$ cat config.mk
export PLATFORM = sky130hd
export DESIGN_NAME = event_flag_interrupt_unit
export DESIGN_NICKNAME = d
export VERILOG_FILES = /design/src/event_irq_pkg.sv /design/src/event_path_if.sv /design/src/event_flag_interrupt_unit.sv /design/src/sample_pacer.sv /design/src/rise_detector.sv
export SDC_FILE = /design/constraint.sdc
export NUM_CORES = 1
export LEC_CHECK = 0
export ABC_AREA = 1
export BUFFER_PORTS_ARGS = -buffer_cell sky130_fd_sc_hd__buf_2
export CAP_MARGIN = 10
export CORE_UTILIZATION = 35
export DETAILED_ROUTE_END_ITERATION = 7
export SLEW_MARGIN = 25
export SYNTH_ARGS = -nofsm -noshare
export SYNTH_HDL_FRONTEND = slang
export SYNTH_SLANG_ARGS = --single-unit
$ cat constraint.sdc
create_clock -name clk -period 2.1 [get_ports clk]
set_clock_uncertainty 0.15 [all_clocks]
set_input_delay 0.21 -clock clk [delete_from_list [all_inputs] [get_ports clk]]
set_output_delay 0.21 -clock clk [all_outputs]
set_load 0.02 [all_outputs]
$ cat src/event_irq_pkg.sv
// Purpose: Shared constants for the event flag and interrupt unit.
// Assumes: 20 MHz core clock; register port addressed by word offset.
// Notes:   Bit positions apply to the mask, latched and live registers alike.
package event_irq_pkg;

   // ==========================================================================
   // Register map
   localparam int          ADDR_W         = 10;
   localparam int          REG_W          = 16;
   localparam int          EVENT_W        = 15;
   localparam logic [9:0]  MASK_OFFSET    = 10'h00b;
   localparam logic [9:0]  LATCHED_OFFSET = 10'h00c;
   localparam logic [9:0]  LIVE_OFFSET    = 10'h00d;
   localparam logic [15:0] MASK_RESET     = 16'h4000;
   localparam logic [15:0] LATCHED_RESET  = 16'h0000;
   localparam logic [15:0] READ_IDLE      = 16'h0000;

   // ==========================================================================
   // Field positions
   localparam int BIT_CH1_DOUT      = 0;
   localparam int BIT_CH1_WARN_A    = 1;
   localparam int BIT_CH1_WARN_B    = 2;
   localparam int BIT_CH1_WARN_C    = 3;
   localparam int BIT_CH2_DOUT      = 4;
   localparam int BIT_CH2_WARN_A    = 5;
   localparam int BIT_CH2_WARN_B    = 6;
   localparam int BIT_CH2_WARN_C    = 7;
   localparam int BIT_MISMATCH      = 8;
   localparam int BIT_LINK_FAULT    = 9;
   localparam int BIT_THERMAL       = 10;
   localparam int BIT_CH1_COOL_DOWN = 11;
   localparam int BIT_CH2_COOL_DOWN = 12;
   localparam int BIT_LINK_BUSY     = 13;
   localparam int BIT_RESET_DONE    = 14;
   localparam int BIT_SAMPLE_EN     = 15;

   // ==========================================================================
   // Timing
   localparam int CLK_HZ             = 20_000_000;
   localparam int CLK_PERIOD_NS      = 50;
   localparam int SAMPLE_RATE_HZ     = 100_000;
   localparam int SAMPLE_CYCLES      = CLK_HZ / SAMPLE_RATE_HZ;
   localparam int SAMPLE_IRQ_NS      = 1000;
   localparam int SAMPLE_IRQ_CYCLES  = SAMPLE_IRQ_NS / CLK_PERIOD_NS;
   localparam int PACER_W            = 8;
   localparam int PULSE_W            = 5;

endpackage

$ cat src/event_path_if.sv
// Purpose: Carries event levels, their rising edges and the sample tick.
// Assumes: All signals on the core clock.
// Notes:   Detector and pacer each take one modport; the core uses the whole interface.
`timescale 1ns/10ps
interface event_path_if;
   import event_irq_pkg::*;

   logic [EVENT_W-1:0] level;
   logic [EVENT_W-1:0] rise;
   logic               sample_tick;
   logic               sample_chan;

   modport detect (input level, output rise);
   modport pace   (output sample_tick, output sample_chan);
   modport core   (output level, input rise, input sample_tick, input sample_chan);
endinterface

$ cat src/event_flag_interrupt_unit.sv
// Purpose: Latched event flags, interrupt mask, live status and interrupt pin.
// Assumes: Register port and event levels run on clk; no synchronisers needed.
// Notes:   Read data appears one cycle after the read strobe.
//
// Notes on behaviour
// - Enabled mask bit routes its flag to interrupt unless sample enable is set.
// - Sample enable gives interrupt per new sample.
// - Mask resets with only reset-complete enabled.
// - Flags reset clear and hold until acknowledged.
// - Writing one clears a flag; zero keeps.
// - Flag clears work while registers are locked.
// - Warning flags latch on comparator rising edges.
// - Output flags latch on channel output rises.
// - Cool-down flags latch on cool-down entry.
// - Thermal flag latches on load thermal shutdown.
// - Link fault flag latches; retransmission elsewhere.
// - Mismatch flag latches on register copy disagreement.
// - Reset-complete and busy flags latch too.
// - Live register shows unlatched present conditions.
// - Live reset bit follows its level; top bit zero.
// - Samples at 100 kHz alternating both channels.
`timescale 1ns/10ps
module event_flag_interrupt_unit #(
   parameter int SAMPLE_PERIOD = event_irq_pkg::SAMPLE_CYCLES
) (
   input  wire logic                                  clk,
   input  wire logic                                  rstn,
   input  wire logic                                  reg_lock,
   input  wire logic [event_irq_pkg::ADDR_W-1:0]      reg_addr,
   input  wire logic                                  reg_wr,
   input  wire logic                                  reg_rd,
   input  wire logic [event_irq_pkg::REG_W-1:0]       reg_wdata,
   input  wire logic [event_irq_pkg::EVENT_W-1:0]     event_level,
   output logic      [event_irq_pkg::REG_W-1:0]       reg_rdata,
   output logic                                       reg_rvalid,
   output logic                                       irq_n,
   output logic                                       sample_strobe,
   output logic                                       sample_chan
);
   import event_irq_pkg::*;

   localparam int PULSE_LEN = SAMPLE_IRQ_CYCLES;

   // ==========================================================================
   // Submodules
   event_path_if ev ();

   assign ev.level = event_level;

   rise_detector u_rise (
      .clk  (clk),
      .rstn (rstn),
      .ev   (ev.detect)
   );

   sample_pacer #(
      .PERIOD (SAMPLE_PERIOD)
   ) u_pacer (
      .clk  (clk),
      .rstn (rstn),
      .ev   (ev.pace)
   );

   // ==========================================================================
   // Register decode
   logic mask_wr;
   logic flag_clr_wr;

   // Selects the register hit by a write; the lock only guards the mask.
   always_comb begin
      mask_wr     = reg_wr && (reg_addr == MASK_OFFSET) && !reg_lock;
      flag_clr_wr = reg_wr && (reg_addr == LATCHED_OFFSET);
   end

   // ==========================================================================
   // Mask and latched flags
   logic [REG_W-1:0]   mask_q, mask_d;
   logic [EVENT_W-1:0] flags_q, flags_d;

   // Stores the mask and sets or clears flags; a new event beats a clear.
   always_comb begin
      mask_d  = mask_q;
      flags_d = flags_q;
      if (mask_wr) begin
         mask_d = reg_wdata;
      end
      if (flag_clr_wr) begin
         flags_d = flags_d & ~reg_wdata[EVENT_W-1:0];
      end
      // Every source bit latches on its own rising edge.
      flags_d = flags_d | ev.rise;
   end

   // Registers the mask and flags.
   always_ff @(posedge clk) begin
      if (!rstn) begin
         mask_q  <= MASK_RESET;
         flags_q <= LATCHED_RESET[EVENT_W-1:0];
      end else begin
         mask_q  <= mask_d;
         flags_q <= flags_d;
      end
   end

   // ==========================================================================
   // Interrupt pin
   logic [PULSE_W-1:0] pulse_q, pulse_d;
   logic               irq_n_q, irq_n_d;
   logic               flag_hit;

   // In sample mode each tick opens a fixed pulse; otherwise enabled flags drive it.
   always_comb begin
      pulse_d  = '0;
      flag_hit = |(flags_q & mask_q[EVENT_W-1:0]);
      if (mask_q[BIT_SAMPLE_EN]) begin
         if (ev.sample_tick) begin
            pulse_d = PULSE_W'(SAMPLE_IRQ_CYCLES);
         end else if (pulse_q != '0) begin
            pulse_d = pulse_q - 1'b1;
         end
      end
      // Sample mode takes the pin over; the host keeps other mask bits clear.
      if (mask_q[BIT_SAMPLE_EN]) begin
         irq_n_d = (pulse_d == '0);
      end else begin
         irq_n_d = !flag_hit;
      end
   end

   // Registers the pulse timer and the pin.
   always_ff @(posedge clk) begin
      if (!rstn) begin
         pulse_q <= '0;
         irq_n_q <= 1'b1;
      end else begin
         pulse_q <= pulse_d;
         irq_n_q <= irq_n_d;
      end
   end

   // ==========================================================================
   // Read port
   logic [REG_W-1:0] rdata_q, rdata_d;
   logic             rvalid_q, rvalid_d;
   logic             strobe_q, chan_q;

   // Returns mask, latched flags or the live levels; unmapped reads give zero.
   always_comb begin
      rdata_d  = READ_IDLE;
      rvalid_d = reg_rd;
      if (reg_rd) begin
         unique case (reg_addr)
            MASK_OFFSET:    rdata_d = mask_q;
            LATCHED_OFFSET: rdata_d = {1'b0, flags_q};
            LIVE_OFFSET:    rdata_d = {1'b0, event_level};
            default:        rdata_d = READ_IDLE;
         endcase
      end
   end

   // Registers read data and the sample outputs.
   always_ff @(posedge clk) begin
      if (!rstn) begin
         rdata_q  <= READ_IDLE;
         rvalid_q <= 1'b0;
         strobe_q <= 1'b0;
         chan_q   <= 1'b0;
      end else begin
         rdata_q  <= rdata_d;
         rvalid_q <= rvalid_d;
         strobe_q <= ev.sample_tick;
         chan_q   <= ev.sample_chan;
      end
   end

   assign reg_rdata     = rdata_q;
   assign reg_rvalid    = rvalid_q;
   assign irq_n         = irq_n_q;
   assign sample_strobe = strobe_q;
   assign sample_chan   = chan_q;
endmodule

$ cat src/sample_pacer.sv
// Purpose: Paces new ADC samples at the sample rate, alternating channels.
// Assumes: Free running from reset release.
// Notes:   The tick is a one-cycle pulse; the channel flips on every tick.
`timescale 1ns/10ps
module sample_pacer #(
   parameter int PERIOD = event_irq_pkg::SAMPLE_CYCLES
) (
   input  wire logic  clk,
   input  wire logic  rstn,
   event_path_if.pace ev
);
   import event_irq_pkg::*;

   localparam int TICK_GAP = PERIOD;

   logic [PACER_W-1:0] count_q, count_d;
   logic               tick_q, tick_d;
   logic               chan_q, chan_d;

   // Counts one sample period and flips the channel at each wrap.
   always_comb begin
      tick_d  = 1'b0;
      chan_d  = chan_q;
      count_d = count_q + 1'b1;
      if (count_q == PACER_W'(PERIOD - 1)) begin
         count_d = '0;
         tick_d  = 1'b1;
         chan_d  = ~chan_q;
      end
   end

   // Registers the pacer state.
   always_ff @(posedge clk) begin
      if (!rstn) begin
         count_q <= '0;
         tick_q  <= 1'b0;
         chan_q  <= 1'b0;
      end else begin
         count_q <= count_d;
         tick_q  <= tick_d;
         chan_q  <= chan_d;
      end
   end

   assign ev.sample_tick = tick_q;
   assign ev.sample_chan = chan_q;
endmodule

$ cat src/rise_detector.sv
// Purpose: Turns event levels into one-cycle rising edge pulses.
// Assumes: Levels come from logic on the same clock.
// Notes:   A level already high at reset release counts as a rise.
`timescale 1ns/10ps
module rise_detector (
   input  wire logic    clk,
   input  wire logic    rstn,
   event_path_if.detect ev
);
   import event_irq_pkg::*;

   logic [EVENT_W-1:0] prev_q, prev_d;
   logic [EVENT_W-1:0] rise_q, rise_d;

   // Compares each level with its value one cycle earlier.
   always_comb begin
      prev_d = ev.level;
      rise_d = ev.level & ~prev_q;
   end

   // Registers the history and the edge pulses.
   always_ff @(posedge clk) begin
      if (!rstn) begin
         prev_q <= '0;
         rise_q <= '0;
      end else begin
         prev_q <= prev_d;
         rise_q <= rise_d;
      end
   end

   assign ev.rise = rise_q;
endmodule

==> metrics.yaml <==
status: "complete, no violations"
dpl.hpwl_um: 5990
num_vias: 3402
area.growth.synth_to_final_pct: 24.5
reg2reg_depth: 7
wl_per_cell_um: 11.6
max_stage_delay_ns: 0.36
min_period_ns: 1.53
worst_ir_drop_vdd_mv: 0.289
max_freq_mhz: 654
async_flop_share_pct: 0
synth_seq_area_share_pct: 50.5
synth.distinct_cells: 26
synth_top_flop_cell: "dfxtp_1"
path_buf_inv: 0
holdPathStages: 3
numCtsBuffers: 9
synthCells: 530
multi_input_comb_area_um2: 1460
worst_setup_path_start_kind: "register"
r2r-end: "u_pacer.ev.sample_chan$_SDFFE_PN0P_"
fin_crit_sh_pct: 72.9
cp_cell_sequence: "ha_1 -> nand2_1 -> nor3_1 -> nand3_1 -> nand2_1 -> nand2_1 -> o21a_1"
worstSetupPathType: "reg2reg"
synth_area_um2: 3810
power_density_nw_per_um2: 698
grt_pass1_vias: 3130
ys.warnings.count: 0
p_leak_nw: 2.42
slew_violations: 0
ant_nets: 0
rows: 37
totalWireLength_um: 8850
cts-htree-levels: 3
regArea_um2: 1920
nFillCells: 1065
drv_cap: 0
ys_ff_latch: 96
yosys.area.top_type: "dfxtp_1"
synth_area_leaders: "dfxtp_1 50%, nand2_1 13%, nor2_1 9.4%"
final_layout_size_suffix_gt1_share_pct: 15.6
r2r_slack_ns: 0.57
io_pins: 66
gp_congestion: 0.778
dr.pass1.iters: 4
clk_latency_ns: 0.36
relSlewSlack_pct: 56.2
syn_area_per_cell_um2: 7.18
grt_use_total_pct: 16.6
cts_tree: "done"
crit_family: "simple AND/OR/NAND/NOR gates"
overflow: 0
cts.clk_slew.worst_paths_ns: 0.10
min_from: "reg_rd"
syn_nets: 578
crit_required_ns: 2.22
path_max_fanout: 8
dr.first_iter.drc_count: 170
path_common_cell: "nand2_1"
synth.top_cell.area_share_pct: 50.5
antenna_found_initial: 0
final_hold_viol_count: 0
worstHoldPathType: "in2reg"
core_um2: 10400
initial_core_util_pct: 36.5
die_width_um: 106
die_area_um2: 11300
grt_max_degree: 39
critPathSlowestCell: "dfxtp_1"
io_buffers: 65
grt_first_pass_wirelength_um: 14500
synth_edf_count: 0
regToRegStartpoint: "u_pacer.count_q[0]$_SDFF_PP0_"
num_antenna_cells: 0
arrival_ns: 1.65
cts.sinks: 96
critPathCaptureType: "register"
clock_path_buffers: 2
drc: 0
cts_root_buffer: "clkbuf_8"
vias_per_cell: 4.45
tightest_slew_ns: 0.654
fin_util_pct: 45.5
worstHoldEndpoint: "reg_rvalid$_SDFF_PN0_"
layout.nets: 672
final-setup-viol-count: 0
rsz0062_at_grt: "no"
post_cts_buffers: 0
die_y_um: 106
tns_ns: 0
[logic make-up after synthesis]
kind of cell               share of synthesized area [%]
and+or+nand+nor                                     33.8
buffers and inverters                               11.1
DFF                                                 50.5
AOI/OAI and AO/OA                                   3.45
xor gates and xnor gates                           0.460
adders and majority gates                          0.657
[through the flow]
stage / hold WS, ns / power [W] / instance area [um2] / instances / setup slack (ns)
floorplan: 0.171 / 0.00204 / 3810 / 530 / 0.716
global route: 0.00494 / 0.00344 / 4740 / 765 / 0.438
global placement: 0.222 / 0.00213 / 4240 / 718 / 0.406
CTS: 0.0130 / 0.00334 / 4740 / 765 / 0.568
detailed placement: 0.223 / 0.00214 / 4240 / 718 / 0.303
finish: 0.0197 / 0.00331 / 4740 / 765 / 0.570
[cells in the final DEF, fill, tap and decap left out, types with 5 or more instances in the layout]
master / Yosys / layout
dlygate4sd3_1: 0 / 31
nand4_1: 19 / 19
nand2_1: 136 / 136
a21oi_1: 18 / 18
nand3_1: 40 / 40
nor2_1: 95 / 94
clkbuf_8: 0 / 9
dfxtp_1: 96 / 96
buf_2: 5 / 65
nor3_1: 5 / 5
inv_1: 83 / 83
buf_4: 2 / 6
[state kept, by name (all words and copies together), names as in the netlist, 5 cells and up]
signal / count
mask_q: 16
reg_rdata: 16
flags_q: 15
u_rise.ev.rise: 15
u_rise.prev_q: 15
u_pacer.count_q: 8
pulse_q: 5
[repair_timing]
action                    in CTS  in global routing
hold buffers                  31                  0
hold endpoints to repair      47                  0
gates resized for setup        0                  0
[worst max path at each step]
stage                     cells after the start  slack, ns                           from                                  end
after floorplan                               8       0.72                    reg_addr[7]                flags_q[4]$_SDFF_PN0_
after global placement                        9       0.41                    reg_addr[7]             reg_rdata[14]$_SDFF_PN0_
after detailed placement                      9       0.30                    reg_addr[7]             reg_rdata[14]$_SDFF_PN0_
after CTS                                     7       0.57  u_pacer.count_q[0]$_SDFF_PP0_  u_pacer.ev.sample_chan$_SDFFE_PN0P_
after global routing                          7       0.44  u_pacer.count_q[0]$_SDFF_PP0_  u_pacer.ev.sample_chan$_SDFFE_PN0P_
final                                         7       0.57  u_pacer.count_q[0]$_SDFF_PP0_  u_pacer.ev.sample_chan$_SDFFE_PN0P_
[Yosys cell counts, types with 2 or more instances]
library cell  instances
a21oi_1              18
buf_2                 5
buf_4                 2
buf_6                 3
clkbuf_1              9
dfxtp_1              96
ha_1                  2
inv_1                83
nand2_1             136
nand2_2               2
nand3_1              40
nand4_1              19
nor2_1               95
nor2_4                2
nor3_1                5
o21ai_0               2
xor2_1                2
[tightest hold or removal path: cells and delay by family]
family	cells	cell delay [ns]
buffers and inverters	2	0.16
and+or+nand+nor	1	0.14
[cell type report]
class,instances,share of cell area (%)
clock buffer,9,2.61
clock inverter,7,1.29
inverter,84,6.66
multi-input combinational,331,30.9
sequential,96,40.6
tap,136,3.59
timing repair buffer,102,14.4
[where the power goes]
part	switching, W	internal [W]
registers	0.0000275	0.00188
clock network	0.000711	0.000456
logic	0.000125	0.000106
[per-layer routing]
| metal | up-vias | share of wire, % | GRT usage (%) |
|---|---|---|---|
| li1 | 1808 | - | - |
| met4 | 0 | 2.0 | 7.54 |
| met2 | 76 | 45 | 26.9 |
| met5 | - | 0 | 0 |
| met1 | 1503 | 48 | 21.4 |
| met3 | 15 | 4.7 | 2.76 |
Note: power is estimated with default switching activity, not from simulation.
